==> src/logic/bssc_pkg.sv <==
/*
 * Shared definitions for the borrow-subtract / scan-compare datapath:
 * register map, control and status field positions, opcodes, states
 * and the carriers of the data-memory port.
 * Assumes a 32-bit classic Wishbone register bus and a same-clock memory port.
 */
package bssc_pkg;

    // =========================================================================
    // register map (byte addresses, one aligned word each)
    localparam logic [7:0] OFF_CTRL    = 8'h00;
    localparam logic [7:0] OFF_FLAGS   = 8'h04;
    localparam logic [7:0] OFF_DEST    = 8'h08;
    localparam logic [7:0] OFF_SRC     = 8'h0c;
    localparam logic [7:0] OFF_ACC     = 8'h10;
    localparam logic [7:0] OFF_MADDR   = 8'h14;
    localparam logic [7:0] OFF_MBASE   = 8'h18;
    localparam logic [7:0] OFF_MLIMIT  = 8'h1c;
    localparam logic [7:0] OFF_SPTR    = 8'h20;
    localparam logic [7:0] OFF_SBASE   = 8'h24;
    localparam logic [7:0] OFF_SLIMIT  = 8'h28;
    localparam logic [7:0] OFF_RCNT    = 8'h2c;
    localparam logic [7:0] OFF_STATUS  = 8'h30;
    localparam int         REG_WORDS   = 12;
    localparam logic [31:0] RESET_WORD = 32'h0000_0000;

    // =========================================================================
    // control word fields
    localparam int CTRL_OPC_LSB   = 0;
    localparam int CTRL_REG_LSB   = 8;
    localparam int CTRL_RM_MEM    = 11;
    localparam int CTRL_SIZE16    = 12;
    localparam int CTRL_ITER_PFX  = 13;
    localparam int CTRL_MODE_LSB  = 14;
    localparam int CTRL_CPL_LSB   = 16;
    localparam int CTRL_AC_EN     = 18;
    localparam int CTRL_MSEG_WR   = 19;
    localparam int CTRL_MSEG_NULL = 20;
    localparam int CTRL_MSEG_STK  = 21;
    localparam int CTRL_SSEG_NULL = 22;
    localparam int CTRL_START     = 31;

    // =========================================================================
    // status word fields
    localparam int STAT_BUSY      = 0;
    localparam int STAT_DONE      = 1;
    localparam int STAT_ILLEGAL   = 2;
    localparam int STAT_FAULT     = 3;
    localparam int STAT_KIND_LSB  = 4;
    localparam int STAT_ERRV      = 7;
    localparam int STAT_CODE_LSB  = 16;

    // =========================================================================
    // opcodes and constants
    localparam logic [7:0] OPC_RM_REG_B  = 8'h18;
    localparam logic [7:0] OPC_RM_REG_W  = 8'h19;
    localparam logic [7:0] OPC_REG_RM_B  = 8'h1a;
    localparam logic [7:0] OPC_REG_RM_W  = 8'h1b;
    localparam logic [7:0] OPC_ACC_IMM_B = 8'h1c;
    localparam logic [7:0] OPC_ACC_IMM_W = 8'h1d;
    localparam logic [7:0] OPC_GRP_IMM_B = 8'h80;
    localparam logic [7:0] OPC_GRP_IMM_W = 8'h81;
    localparam logic [7:0] OPC_GRP_IMM_S = 8'h83;
    localparam logic [7:0] OPC_SCAN_B    = 8'hae;
    localparam logic [7:0] OPC_SCAN_W    = 8'haf;
    localparam logic [2:0] GRP_SBB_SEL   = 3'h3;
    localparam logic [1:0] CPL_USER      = 2'h3;

    // =========================================================================
    // types
    typedef enum logic [2:0] {
        ST_IDLE  = 3'b000,
        ST_CHECK = 3'b001,
        ST_READ  = 3'b010,
        ST_EXEC  = 3'b011,
        ST_WRITE = 3'b100
    } bssc_state_t;

    typedef enum logic [1:0] {
        MODE_REAL = 2'b00,
        MODE_PROT = 2'b01,
        MODE_V86  = 2'b10
    } bssc_mode_t;

    typedef enum logic [2:0] {
        FLT_NONE = 3'b000,
        FLT_GP   = 3'b001,
        FLT_SS   = 3'b010,
        FLT_PF   = 3'b011,
        FLT_AC   = 3'b100
    } bssc_fault_t;

    typedef struct packed {
        logic direction_flag;
        logic overflow_flag;
        logic sign_flag;
        logic zero_flag;
        logic aux_carry_flag;
        logic parity_flag;
        logic carry_flag;
    } bssc_flags_t;

    typedef struct packed {
        logic        req;
        logic        we;
        logic [2:0]  nbytes;
        logic [31:0] addr;
        logic [31:0] wdata;
    } bssc_mem_req_t;

    typedef struct packed {
        logic        ack;
        logic        page_fault;
        logic [15:0] fault_code;
        logic [31:0] rdata;
    } bssc_mem_rsp_t;

endpackage

==> src/logic/bssc_core.sv <==
/*
 * Borrow-subtract and scan-compare execution datapath with its register file
 * on a classic Wishbone slave and a request/acknowledge port to data memory.
 * Assumes the memory port runs on i_sys_clk, holds ack for one cycle per
 * request, and places read data in the low bits.
 */
// How it works
// [RQ1] result is dest minus (source plus carry)
// [RQ2] immediates are sign-extended to destination width
// [RQ3] 1C/1D subtract immediate from accumulator
// [RQ4] 80/81/83 with reg 3 subtract immediate
// [RQ5] 18/19 reg from r/m; 1A/1B r/m from reg
// [RQ6] overflow, carry and sign from both interpretations
// [RQ7] zero, aux-carry, parity follow the result too
// [RQ8] AE/AF compare accumulator with memory, set flags
// [RQ9] scan operand at scan segment, 16/32-bit pointer
// [RQ10] segment override ignored, scan segment always used
// [RQ11] direction flag picks pointer increment or decrement
// [RQ12] pointer step is 1, 2 or 4
// [RQ13] iteration prefix repeats over repeat counter
// [RQ14] protected: nonwritable, limit, null selector give GP(0)
// [RQ15] stack limit exceeded gives SS(0)
// [RQ16] memory page fault reported with its code
// [RQ17] alignment fault: protected at level 3, v86 always
// [RQ18] real mode: GP and SS without error code
// [RQ19] scan sets all six flags, stores nothing
// [RQ20] fault suppresses writes, flags and pointer step
// [RQ21] counter decrements per compare, stops at zero
`timescale 1ns/1ps

module bssc_core
    import bssc_pkg::*;
(
    input  wire logic          i_sys_clk,
    input  wire logic          i_resetn,
    input  wire logic          i_wb_cyc,
    input  wire logic          i_wb_stb,
    input  wire logic          i_wb_we,
    input  wire logic [7:0]    i_wb_adr,
    input  wire logic [3:0]    i_wb_sel,
    input  wire logic [31:0]   i_wb_dat,
    output logic      [31:0]   o_wb_dat,
    output logic               o_wb_ack,
    output bssc_mem_req_t      o_mem,
    input  wire bssc_mem_rsp_t i_mem,
    output logic               o_busy,
    output logic               o_done
);

    // =========================================================================
    // state
    logic [31:0]   regs_q [REG_WORDS];
    bssc_state_t   state_q;
    bssc_state_t   state_d;
    logic [31:0]   memdat_q;
    logic          done_q;
    logic          illegal_q;
    bssc_fault_t   fkind_q;
    logic          errv_q;
    logic [15:0]   fcode_q;
    logic          fin;
    logic          commit;

    // =========================================================================
    // bus decode
    wire [5:0]  bus_idx  = i_wb_adr[7:2];
    wire        bus_req  = i_wb_cyc & i_wb_stb & ~o_wb_ack;
    wire        bus_map  = bus_idx < 6'(REG_WORDS);
    // writes are refused while an operation runs so software cannot race it
    wire        bus_wr   = bus_req & i_wb_we & bus_map & (state_q == ST_IDLE);
    wire        start    = bus_wr & (bus_idx == OFF_CTRL[7:2]) & i_wb_sel[3]
                         & i_wb_dat[CTRL_START];
    wire [31:0] sel_mask = {{8{i_wb_sel[3]}}, {8{i_wb_sel[2]}},
                            {8{i_wb_sel[1]}}, {8{i_wb_sel[0]}}};
    wire [31:0] wr_word  = (regs_q[bus_idx[3:0]] & ~sel_mask) | (i_wb_dat & sel_mask);

    // =========================================================================
    // control word decode
    wire [31:0] ctrl       = regs_q[OFF_CTRL[5:2]];
    wire [7:0]  opc        = ctrl[CTRL_OPC_LSB +: 8];
    wire [2:0]  reg_sel    = ctrl[CTRL_REG_LSB +: 3];
    wire        rm_mem     = ctrl[CTRL_RM_MEM];
    wire        size16     = ctrl[CTRL_SIZE16];
    wire        iter_pfx   = ctrl[CTRL_ITER_PFX];
    wire [1:0]  mode       = ctrl[CTRL_MODE_LSB +: 2];
    wire [1:0]  cpl        = ctrl[CTRL_CPL_LSB +: 2];
    wire        prot       = mode == MODE_PROT;
    wire        v86        = mode == MODE_V86;

    wire is_acc    = (opc == OPC_ACC_IMM_B) | (opc == OPC_ACC_IMM_W);          // [RQ3]
    wire is_grp    = ((opc == OPC_GRP_IMM_B) | (opc == OPC_GRP_IMM_W)
                   | (opc == OPC_GRP_IMM_S)) & (reg_sel == GRP_SBB_SEL);      // [RQ4]
    wire is_rmdst  = (opc == OPC_RM_REG_B) | (opc == OPC_RM_REG_W);            // [RQ5]
    wire is_regdst = (opc == OPC_REG_RM_B) | (opc == OPC_REG_RM_W);            // [RQ5]
    wire is_scan   = (opc == OPC_SCAN_B) | (opc == OPC_SCAN_W);                // [RQ8]
    wire legal     = is_acc | is_grp | is_rmdst | is_regdst | is_scan;
    wire imm_short = (opc == OPC_GRP_IMM_B) | (opc == OPC_GRP_IMM_S)
                   | (opc == OPC_ACC_IMM_B);
    wire is_imm    = is_acc | is_grp;
    wire uses_mem  = is_scan | (rm_mem & (is_grp | is_rmdst | is_regdst));
    wire mem_dest  = rm_mem & (is_grp | is_rmdst);

    // even opcodes of every listed pair are the byte forms
    wire [2:0]  nbytes = ~opc[0] ? 3'd1 : (size16 ? 3'd2 : 3'd4);
    wire [31:0] wmask  = ~opc[0] ? 32'h0000_00ff : (size16 ? 32'h0000_ffff : 32'hffff_ffff);
    wire [4:0]  msb    = ~opc[0] ? 5'd7 : (size16 ? 5'd15 : 5'd31);

    // =========================================================================
    // operand selection
    wire [31:0]  acc     = regs_q[OFF_ACC[5:2]];
    wire [31:0]  dst     = regs_q[OFF_DEST[5:2]];
    wire [31:0]  src     = regs_q[OFF_SRC[5:2]];
    wire [31:0]  ptr     = regs_q[OFF_SPTR[5:2]];
    wire [31:0]  rcnt    = regs_q[OFF_RCNT[5:2]];
    wire [31:0]  imm_ext = imm_short ? {{24{src[7]}}, src[7:0]} : src;       // [RQ2]
    wire bssc_flags_t flags = bssc_flags_t'(regs_q[OFF_FLAGS[5:2]][6:0]);

    wire [31:0] opd = (is_acc | is_scan) ? acc
                    : (mem_dest ? memdat_q : dst);                             // [RQ1]
    wire [31:0] ops = is_scan ? memdat_q
                    : is_imm ? imm_ext
                    : ((is_regdst & rm_mem) ? memdat_q : src);
    // a compare is a plain subtract: no borrow comes in
    wire        cin = is_scan ? 1'b0 : flags.carry_flag;                       // [RQ8]

    // =========================================================================
    // subtract and flags
    wire [31:0] a_m  = opd & wmask;
    wire [31:0] b_m  = ops & wmask;
    wire [32:0] full = {1'b0, a_m} - {1'b0, b_m} - {32'h0, cin};               // [RQ1]
    wire [31:0] res  = full[31:0] & wmask;
    wire        a_s  = a_m[msb];
    wire        b_s  = b_m[msb];
    wire        r_s  = res[msb];

    bssc_flags_t new_flags;
    assign new_flags.direction_flag = flags.direction_flag;
    assign new_flags.overflow_flag  = (a_s ^ b_s) & (r_s ^ a_s);               // [RQ6]
    assign new_flags.sign_flag      = r_s;                                     // [RQ6]
    // masked operands make bit 32 the borrow at every width
    assign new_flags.carry_flag     = full[32];                                // [RQ6]
    assign new_flags.zero_flag      = res == 32'h0;                            // [RQ7]
    assign new_flags.aux_carry_flag = a_m[4] ^ b_m[4] ^ res[4];                // [RQ7]
    assign new_flags.parity_flag    = ~^res[7:0];                              // [RQ7]

    // =========================================================================
    // addressing and fault checks
    wire [31:0] ptr_off = size16 ? {16'h0, ptr[15:0]} : ptr;                  // [RQ9]
    // scan always goes through its own segment; no override input exists
    wire [31:0] off     = is_scan ? ptr_off : regs_q[OFF_MADDR[5:2]];          // [RQ10]
    wire [31:0] base    = is_scan ? regs_q[OFF_SBASE[5:2]] : regs_q[OFF_MBASE[5:2]];
    wire [31:0] limit   = is_scan ? regs_q[OFF_SLIMIT[5:2]] : regs_q[OFF_MLIMIT[5:2]];
    wire        nullsel = is_scan ? ctrl[CTRL_SSEG_NULL] : ctrl[CTRL_MSEG_NULL];
    wire        stack   = ~is_scan & ctrl[CTRL_MSEG_STK];
    wire [31:0] lin     = base + off;
    wire [32:0] last    = {1'b0, off} + {30'h0, nbytes} - 33'h1;
    wire        over    = last > {1'b0, limit};
    wire        unal    = (off[1:0] & (nbytes[1:0] - 2'h1)) != 2'h0;
    wire        ac_live = ctrl[CTRL_AC_EN] & (v86 | (prot & (cpl == CPL_USER)));  // [RQ17]

    bssc_fault_t chk_fault;
    always_comb begin
        chk_fault = FLT_NONE;
        if (prot & mem_dest & ~ctrl[CTRL_MSEG_WR]) begin
            chk_fault = FLT_GP;                                                // [RQ14]
        end else if (prot & nullsel & ~stack) begin
            chk_fault = FLT_GP;                                                // [RQ14]
        end else if (over) begin
            chk_fault = stack ? FLT_SS : FLT_GP;                               // [RQ15] [RQ18]
        end else if (ac_live & unal) begin
            chk_fault = FLT_AC;                                                // [RQ17]
        end
    end

    // =========================================================================
    // pointer and counter
    wire [31:0] step     = {29'h0, nbytes};                                    // [RQ12]
    wire [31:0] ptr_mv   = flags.direction_flag ? ptr - step : ptr + step;     // [RQ11]
    // 16-bit pointer wraps inside its low half and leaves the upper half alone
    wire [31:0] ptr_next = size16 ? {ptr[31:16], ptr_mv[15:0]} : ptr_mv;
    wire        rep_zero = is_scan & iter_pfx & (rcnt == 32'h0);               // [RQ21]
    wire        again    = is_scan & iter_pfx & (rcnt != 32'h1);               // [RQ13]

    // =========================================================================
    // sequencer
    always_comb begin
        state_d = state_q;
        fin     = 1'b0;
        commit  = 1'b0;
        unique case (state_q)
            ST_IDLE: begin
                if (start) begin
                    state_d = ST_CHECK;
                end
            end
            ST_CHECK: begin
                if (!legal || rep_zero) begin
                    state_d = ST_IDLE;
                    fin     = 1'b1;
                end else if (!uses_mem) begin
                    state_d = ST_EXEC;
                end else if (chk_fault != FLT_NONE) begin
                    state_d = ST_IDLE;                                         // [RQ20]
                    fin     = 1'b1;
                end else begin
                    state_d = ST_READ;
                end
            end
            ST_READ: begin
                if (i_mem.ack) begin
                    state_d = i_mem.page_fault ? ST_IDLE : ST_EXEC;            // [RQ20]
                    fin     = i_mem.page_fault;
                end
            end
            ST_EXEC: begin
                if (mem_dest) begin
                    state_d = ST_WRITE;
                end else begin
                    commit  = 1'b1;
                    state_d = again ? ST_CHECK : ST_IDLE;                      // [RQ13]
                    fin     = ~again;
                end
            end
            ST_WRITE: begin
                if (i_mem.ack) begin
                    // flags wait for the write so a page fault leaves them intact
                    commit  = ~i_mem.page_fault;                               // [RQ20]
                    state_d = ST_IDLE;
                    fin     = 1'b1;
                end
            end
            default: begin
                state_d = ST_IDLE;
            end
        endcase
    end

    always_ff @(posedge i_sys_clk) begin
        if (!i_resetn) begin
            state_q <= ST_IDLE;
            o_busy  <= 1'b0;
            o_done  <= 1'b0;
        end else begin
            state_q <= state_d;
            o_busy  <= state_d != ST_IDLE;
            o_done  <= fin;
        end
    end

    // =========================================================================
    // register file: bus writes only while idle, commits only while busy
    always_ff @(posedge i_sys_clk) begin
        if (!i_resetn) begin
            for (int i = 0; i < REG_WORDS; i++) begin
                regs_q[i] <= RESET_WORD;
            end
        end else if (bus_wr) begin
            regs_q[bus_idx[3:0]] <= (bus_idx == OFF_CTRL[7:2])
                                  ? {1'b0, wr_word[30:0]} : wr_word;
        end else if (commit) begin
            regs_q[OFF_FLAGS[5:2]] <= {25'h0, new_flags};                      // [RQ6] [RQ7] [RQ19]
            if (is_acc) begin
                regs_q[OFF_ACC[5:2]] <= (acc & ~wmask) | res;                  // [RQ3]
            end
            if (is_regdst | ((is_grp | is_rmdst) & ~rm_mem)) begin
                regs_q[OFF_DEST[5:2]] <= (dst & ~wmask) | res;                 // [RQ1]
            end
            if (is_scan) begin
                regs_q[OFF_SPTR[5:2]] <= ptr_next;                             // [RQ11]
                if (iter_pfx) begin
                    regs_q[OFF_RCNT[5:2]] <= rcnt - 32'h1;                     // [RQ21]
                end
            end
        end
    end

    // =========================================================================
    // memory port
    always_ff @(posedge i_sys_clk) begin
        if (!i_resetn) begin
            o_mem    <= '0;
            memdat_q <= 32'h0;
        end else begin
            if (state_q == ST_CHECK && state_d == ST_READ) begin
                o_mem.req    <= 1'b1;
                o_mem.we     <= 1'b0;
                o_mem.addr   <= lin;                                           // [RQ9]
                o_mem.nbytes <= nbytes;
            end else if (state_q == ST_EXEC && state_d == ST_WRITE) begin
                o_mem.req    <= 1'b1;
                o_mem.we     <= 1'b1;
                o_mem.wdata  <= res;                                           // [RQ1]
            end else if (i_mem.ack) begin
                o_mem.req    <= 1'b0;
            end
            if (state_q == ST_READ && i_mem.ack) begin
                memdat_q <= i_mem.rdata & wmask;
            end
        end
    end

    // =========================================================================
    // completion status, cleared by the next start
    always_ff @(posedge i_sys_clk) begin
        if (!i_resetn) begin
            done_q    <= 1'b0;
            illegal_q <= 1'b0;
            fkind_q   <= FLT_NONE;
            errv_q    <= 1'b0;
            fcode_q   <= 16'h0;
        end else if (start) begin
            done_q    <= 1'b0;
            illegal_q <= 1'b0;
            fkind_q   <= FLT_NONE;
            errv_q    <= 1'b0;
            fcode_q   <= 16'h0;
        end else begin
            if (fin) begin
                done_q <= 1'b1;
            end
            if (state_q == ST_CHECK && !legal) begin
                illegal_q <= 1'b1;
            end
            if (state_q == ST_CHECK && legal && !rep_zero && uses_mem
                && chk_fault != FLT_NONE) begin
                fkind_q <= chk_fault;
                errv_q  <= mode != MODE_REAL;                                  // [RQ14] [RQ18]
            end
            if ((state_q == ST_READ || state_q == ST_WRITE)
                && i_mem.ack && i_mem.page_fault) begin
                fkind_q <= FLT_PF;                                             // [RQ16]
                errv_q  <= 1'b1;
                fcode_q <= i_mem.fault_code;                                   // [RQ16]
            end
        end
    end

    // =========================================================================
    // bus answer: one wait state, unmapped words read zero
    wire [31:0] status_word = {fcode_q, 8'h0, errv_q, fkind_q, fkind_q != FLT_NONE,
                               illegal_q, done_q, state_q != ST_IDLE};
    wire [31:0] rd_word = (bus_idx == OFF_STATUS[7:2]) ? status_word
                        : (bus_map ? regs_q[bus_idx[3:0]] : 32'h0);

    always_ff @(posedge i_sys_clk) begin
        if (!i_resetn) begin
            o_wb_ack <= 1'b0;
            o_wb_dat <= 32'h0;
        end else begin
            o_wb_ack <= bus_req;
            if (bus_req && !i_wb_we) begin
                o_wb_dat <= rd_word;
            end
        end
    end

endmodule

==> config.mk <==
export PLATFORM = sky130hd
export DESIGN_NAME = bssc_core
export DESIGN_NICKNAME = d
export VERILOG_FILES = /design/src/logic/bssc_pkg.sv /design/src/logic/bssc_core.sv
export SDC_FILE = /design/constraint.sdc
export NUM_CORES = 2
export LEC_CHECK = 0
export ABC_AREA = 1
export BUFFER_PORTS_ARGS = -buffer_cell sky130_fd_sc_hd__clkbuf_2
export CELL_PAD_IN_SITES_DETAIL_PLACEMENT = 1
export CELL_PAD_IN_SITES_GLOBAL_PLACEMENT = 2
export CORE_MARGIN = 4
export CORE_UTILIZATION = 34
export DETAILED_ROUTE_END_ITERATION = 12
export PLACE_DENSITY = 0.8
export RECOVER_POWER = 100
export SYNTH_ARGS = -nofsm -noshare
export SYNTH_HDL_FRONTEND = slang
export SYNTH_SLANG_ARGS = --single-unit
==> constraint.sdc <==
create_clock -name i_sys_clk -period 6.75 [get_ports i_sys_clk]
set_input_delay 1.35 -clock i_sys_clk [delete_from_list [all_inputs] [get_ports i_sys_clk]]
set_output_delay 1.35 -clock i_sys_clk [all_outputs]
set_load 0.02 [all_outputs]
### After elaboration in Yosys (flattened, before gate mapping)

Memory sizes are Yosys's and may differ from the RTL's.
Index checks and enable logic that the tools add are counted.

* register bits after elaboration: 161
* memory bits (writable): 384
* input bits: 99
* output and inout port bits: 104
* memories: 1

Memories
* regs_q: depth 12, bits a word 32, rd ports 13, clocked after Yosys merged registers in 0, write ports 12, RTL line bssc_core.sv:52 `logic [31:0] regs_q [REG_WORDS];`

* $add $sub $neg: 9
* magnitude comparators: 3
* equality and inequality tests: 23
* mux-type cells: 99
* bitwise operators: 75
* reduce and logical (&&, ||, !) cells: 34

Operators with widths (count)
* $mux W32: 23
* $and A32 B32 Y32: 8
* $or A32 B32 Y32: 3
* $logic_not A32 Y1: 2
* $not A32 Y32: 2
* $mux W1: 49
* $eq A8 B5 Y1 const B: 6
* $eq A8 B8 Y1 const B: 5
* $add A32 B3 Y33: 1
* $gt A33 B32 Y1: 1
* $sub A32 B32 Y33: 1
* $sub A33 B1 Y33: 1
* $sub A33 B1 Y33 const B: 1
* $add A32 B3 Y32: 1
* $add A32 B32 Y32: 1
* $ne A32 B1 Y1 const B: 1
* $reduce_or A32 Y1: 1
* $sub A32 B1 Y32 const B: 1
* $sub A32 B3 Y32: 1
* $mux W3: 10
* $and A1 B1 Y1: 25
* $or A1 B1 Y1: 23
* $mux W2: 8
* $bmux W1 S5: 3
* 28 further kinds: 65

### Longest topological paths before layout

An unclocked memory read counts as a cell.

* depth after elaboration: 20
* gate-level depth with buffers: 49
* depth with buffers taken out: 46

### Worst setup path after synthesis

OpenSTA, ideal clock, no wires.

* path kind: reg-to-reg
* from: mem regs_q[0][1]
* to: reg o_mem[66] (netlist bit)
* library setup time: 0.111 ns
* arrival: 5.647 ns
* required time: 6.639 ns
* path slack: 0.992 ns
* stages on the path, launching flop included: 39
* cell sequence: edfxtp_1 > inv_2 > nor3_4 > nand2_4 > buf_6 > clkbuf_1 > clkbuf_1 > o21ai_0 > ha_1 > inv_1 > ha_1 > inv_1 > fa_1 > o21ai_1 > nand2_1 > nand2_1 > nand2_1 > nand2_1 > (+3 left out) > o21ai_1 > a21oi_1 > o21ai_1 > xor2_1 > ha_1 > nand4_1 > or3_1 > nor4_1 > nand3_1 > nand2_2 > o2111ai_2 > nand2_1 > nand2_2 > nand2_4 > buf_2 > nand3_1 > nand2_1 > nor2_2

RTL lines
* start: declaration: RTL line bssc_core.sv:52
* end: declaration: RTL line bssc_core.sv:44 `output bssc_mem_req_t o_mem,`

==> flow_metrics.env <==
export IMPL_cts_buffers=81
export IMPL_gp_congestion=0.922
export IMPL_area_delta_synth_final_pct=14.4
export IMPL_worstHoldStart="o_mem[30]$_SDFFE_PN0P_"
export IMPL_route_met2_wl_mm=82.2
export IMPL_post_place_ws_ns=0.214
export IMPL_placed_area_um2=44800
export IMPL_violations="capacitance limit, slew limit"
export IMPL_end_kind="flip-flop"
export IMPL_yosysSeqAreaShare_pct=45.2
export IMPL_synth_cell_types=69
export IMPL_synth_seq_cells=673
export IMPL_start_util_pct=34.3
export IMPL_hold_path_endpoint="o_mem[30]$_SDFFE_PN0P_"
export IMPL_reg2reg_slack_ns=0.42
export IMPL_p_leak_nw=19.8
export IMPL_synth_edf_count=512
export IMPL_yosys_warnings=0
export IMPL_finalPower_mw=11.0
export IMPL_dr_wl_met3_mm=14.0
export IMPL_drtPass1Iterations=6
export IMPL_syn_inst=5047
export IMPL_max_freq_ghz=0.151
export IMPL_grt_pass1_wl_mm=263
export IMPL_grt_max_degree=109
export IMPL_finalHoldViolations=0
export IMPL_htreeDepth=3
export IMPL_r2r_end="o_mem[43]$_SDFFE_PN0P_"
export IMPL_clockRootBuffer="clkbuf_16"
export IMPL_drv_cap=6
export IMPL_vdd_drop_max_v=0.000175
export IMPL_dieArea_um2=127000
export IMPL_drt_wl_total_mm=184
export IMPL_drt_antenna_violating_nets=0
export IMPL_viasPerCell=5.56
export IMPL_core_area_um2=120000
export IMPL_syn_area_um2=41200
export IMPL_io_pins=203
export IMPL_setup_viol=0
export IMPL_grt_pass1_vias=38300
export IMPL_cp_max_fo=38
export IMPL_worstMarginPinSlew_ns=3.54
export IMPL_startpoint_type="input pin"
export IMPL_cts_tree="done"
export IMPL_vias=39100
export IMPL_met1_length_mm=80.3
export IMPL_num_rows=127
export IMPL_grt_antenna_before_repair=15
export IMPL_crit_type="in -> reg"
export IMPL_postLayoutCoreUtil_pct=39.2
export IMPL_worstPathRequired_ns=7.19
export IMPL_nFillCells=14500
export IMPL_post_route_drc_count=0
export IMPL_arrival_ns=7.05
export IMPL_rr_worst_depth=37
export IMPL_cts_hold_buf=0
export IMPL_powerDensity_nw_per_um2=232
export IMPL_status="finished with violations"
export IMPL_layout_drive_gt1_share_pct=8.78
export IMPL_fin_ws_ns=0.137
export IMPL_synth_ff_type="edfxtp_1"
export IMPL_nets=5643
export IMPL_cts_buffer_depth=3
export IMPL_hold_path_class="reg -> reg"
export IMPL_finalMaxSlewViolations=228
export IMPL_die_y_um=356
export IMPL_die_w_um=356
export IMPL_initialDrtViolationCount=3878
export IMPL_timing_rr_start="regs_q[0][1]$_DFFE_PP_"
export IMPL_holdWs_ns=0.463
export IMPL_routed_top_layer="met5"
export IMPL_slew_headroom_pct=-136
export IMPL_clock_latency_ns=0.69
export IMPL_whs_path_depth=1
export IMPL_overflow=0
export IMPL_worstSetupStartpoint="i_wb_adr[2]"
export IMPL_fin_crit_ns=6.61
export IMPL_grt_util_all_layers_pct=28.2
export IMPL_timing_final_crit_share_pct=98.0
export IMPL_port_buffers=200
export IMPL_synth_avg_cell_area_um2=8.16
export IMPL_skew_ns=0.0401
export IMPL_clk_pin_slew_ns=0.05
export IMPL_postLayoutCellArea_um2=47100
export IMPL_route_detailed_wl_per_inst_um=26.2
export IMPL_dp_hpwl_mm=140
export IMPL_cts_sinks=673
export IMPL_ys_async_sr_fraction_pct=0
stage by stage:
step	TNS (ns)	instances
2_1_floorplan	0	5175
3_3_place_gp	0	6871
3_5_place_dp	0	6871
4_1_cts	0	7019
5_1_grt	-0.0223	7022
6_report	0	7026
critical path: stages:
cell	delay (ns)
clkbuf_1	1.23
clkbuf_1	1.73
nor2_1	0.10
o21ai_0	0.77
nand2_1	0.19
a221oi_1	0.28
clkbuf_1	0.37
nand2_1	0.08
o21ai_0	0.13
nand2_1	0.38
inv_1	0.41
worst max path at each step:
| stage | end | slack (ns) | cells past startpoint |
|---|---|---|---|
| 2_1_floorplan | o_mem[66]$_SDFFE_PN0P_ | 0.99 | 38 |
| 3_3_place_gp | o_mem[61]$_SDFFE_PN0P_ | 0.32 | 36 |
| 3_5_place_dp | o_mem[61]$_SDFFE_PN0P_ | 0.21 | 36 |
| 4_1_cts | o_mem[61]$_SDFFE_PN0P_ | 0.18 | 36 |
| 5_1_grt | o_mem[43]$_SDFFE_PN0P_ | -0.02 | 45 |
| 6_report | regs_q[14][15]$_DFFE_PP_ | 0.14 | 11 |
state kept, by name (all words and copies together), names as in the netlist:
name / flops
fcode_q: 16
errv_q: 1
state_q: 3
regs_q: 512
fkind_q: 3
done_q: 1
memdat_q: 32
o_wb_ack: 1
illegal_q: 1
o_mem: 69
o_done: 1
o_wb_dat: 32
o_busy: 1
synth_stat cells (32+ instances only):
| cell type | instances | area (um^2) |
|---|---|---|
| buf_2 | 61 | 305 |
| edfxtp_1 | 512 | 15400 |
| o221ai_1 | 83 | 727 |
| a21oi_1 | 354 | 1770 |
| clkbuf_1 | 126 | 473 |
| ha_1 | 195 | 2440 |
| xnor2_1 | 37 | 324 |
| nor2_2 | 48 | 300 |
| nand2_1 | 1039 | 3900 |
| xor2_1 | 64 | 561 |
| nand3_1 | 240 | 1200 |
| nand4_1 | 32 | 200 |
| o21ai_0 | 381 | 1910 |
| nor2_1 | 578 | 2170 |
| inv_1 | 528 | 1980 |
| a221oi_1 | 51 | 447 |
| o211ai_1 | 34 | 255 |
| o22ai_1 | 102 | 638 |
| nor3_1 | 36 | 180 |
| a22oi_1 | 40 | 300 |
| dfxtp_1 | 161 | 3220 |
| buf_1 | 45 | 169 |
cell type report:
type | instances | area, um^2 | area share (%)
repair buffers | 330 | 1810 | 3.84
diodes | 4 | 10.0 | 0.0212
inverters | 557 | 2110 | 4.47
multi-input cells | 3702 | 20000 | 42.3
clock inverters | 37 | 357 | 0.757
well taps | 1612 | 2020 | 4.28
flip-flops and latches | 673 | 18600 | 39.5
clock buffers | 111 | 2280 | 4.84
placed cells by master (no fill, tap or decap), types with 102 or more instances in the layout:
master / synthesis / routed
inv_1: 528 / 532
clkbuf_2: 0 / 110
a21oi_1: 354 / 352
nand3_1: 240 / 242
o21ai_0: 381 / 384
edfxtp_1: 512 / 512
clkbuf_1: 126 / 161
nand2_1: 1039 / 1041
o22ai_1: 102 / 102
conb_1: 1 / 129
dfxtp_1: 161 / 161
ha_1: 195 / 195
nor2_1: 578 / 572
power breakdown:
part	total, mW	internal, mW	leakage (nW)	switching (mW)
Clock	4.42	2.50	1.29	1.92
Sequential	4.73	4.63	6.54	0.0985
Combinational	1.80	0.470	11.9	1.33
kinds of logic after synthesis:
group / after synthesis / synth area share [%]
AND/OR/NAND/NOR: 2079 / 21.4
AO/OA/AOI/OAI: 1164 / 16.8
buffers and inverters: 800 / 7.66
flip-flops: 673 / 45.2
adder cells (fa/ha/maj): 199 / 6.12
XOR/XNOR: 101 / 2.15
multiplexers: 30 / 0.729
other: 1 / 0.00910
layer usage:
layer,global-route usage (%),vias to the layer above
met5,0,-
met4,10.3,6
li1,-,17800
met2,44.8,1586
met1,39.4,19400
met3,3.59,295
what timing repair did:
action                                 in CTS  in global routing
setup endpoints to repair                   0                 42
resized for setup                           0                 17
buffers inserted                            0                  3
endpoints found under the hold margin       0                  0
Power figures use the tool's default switching activity.
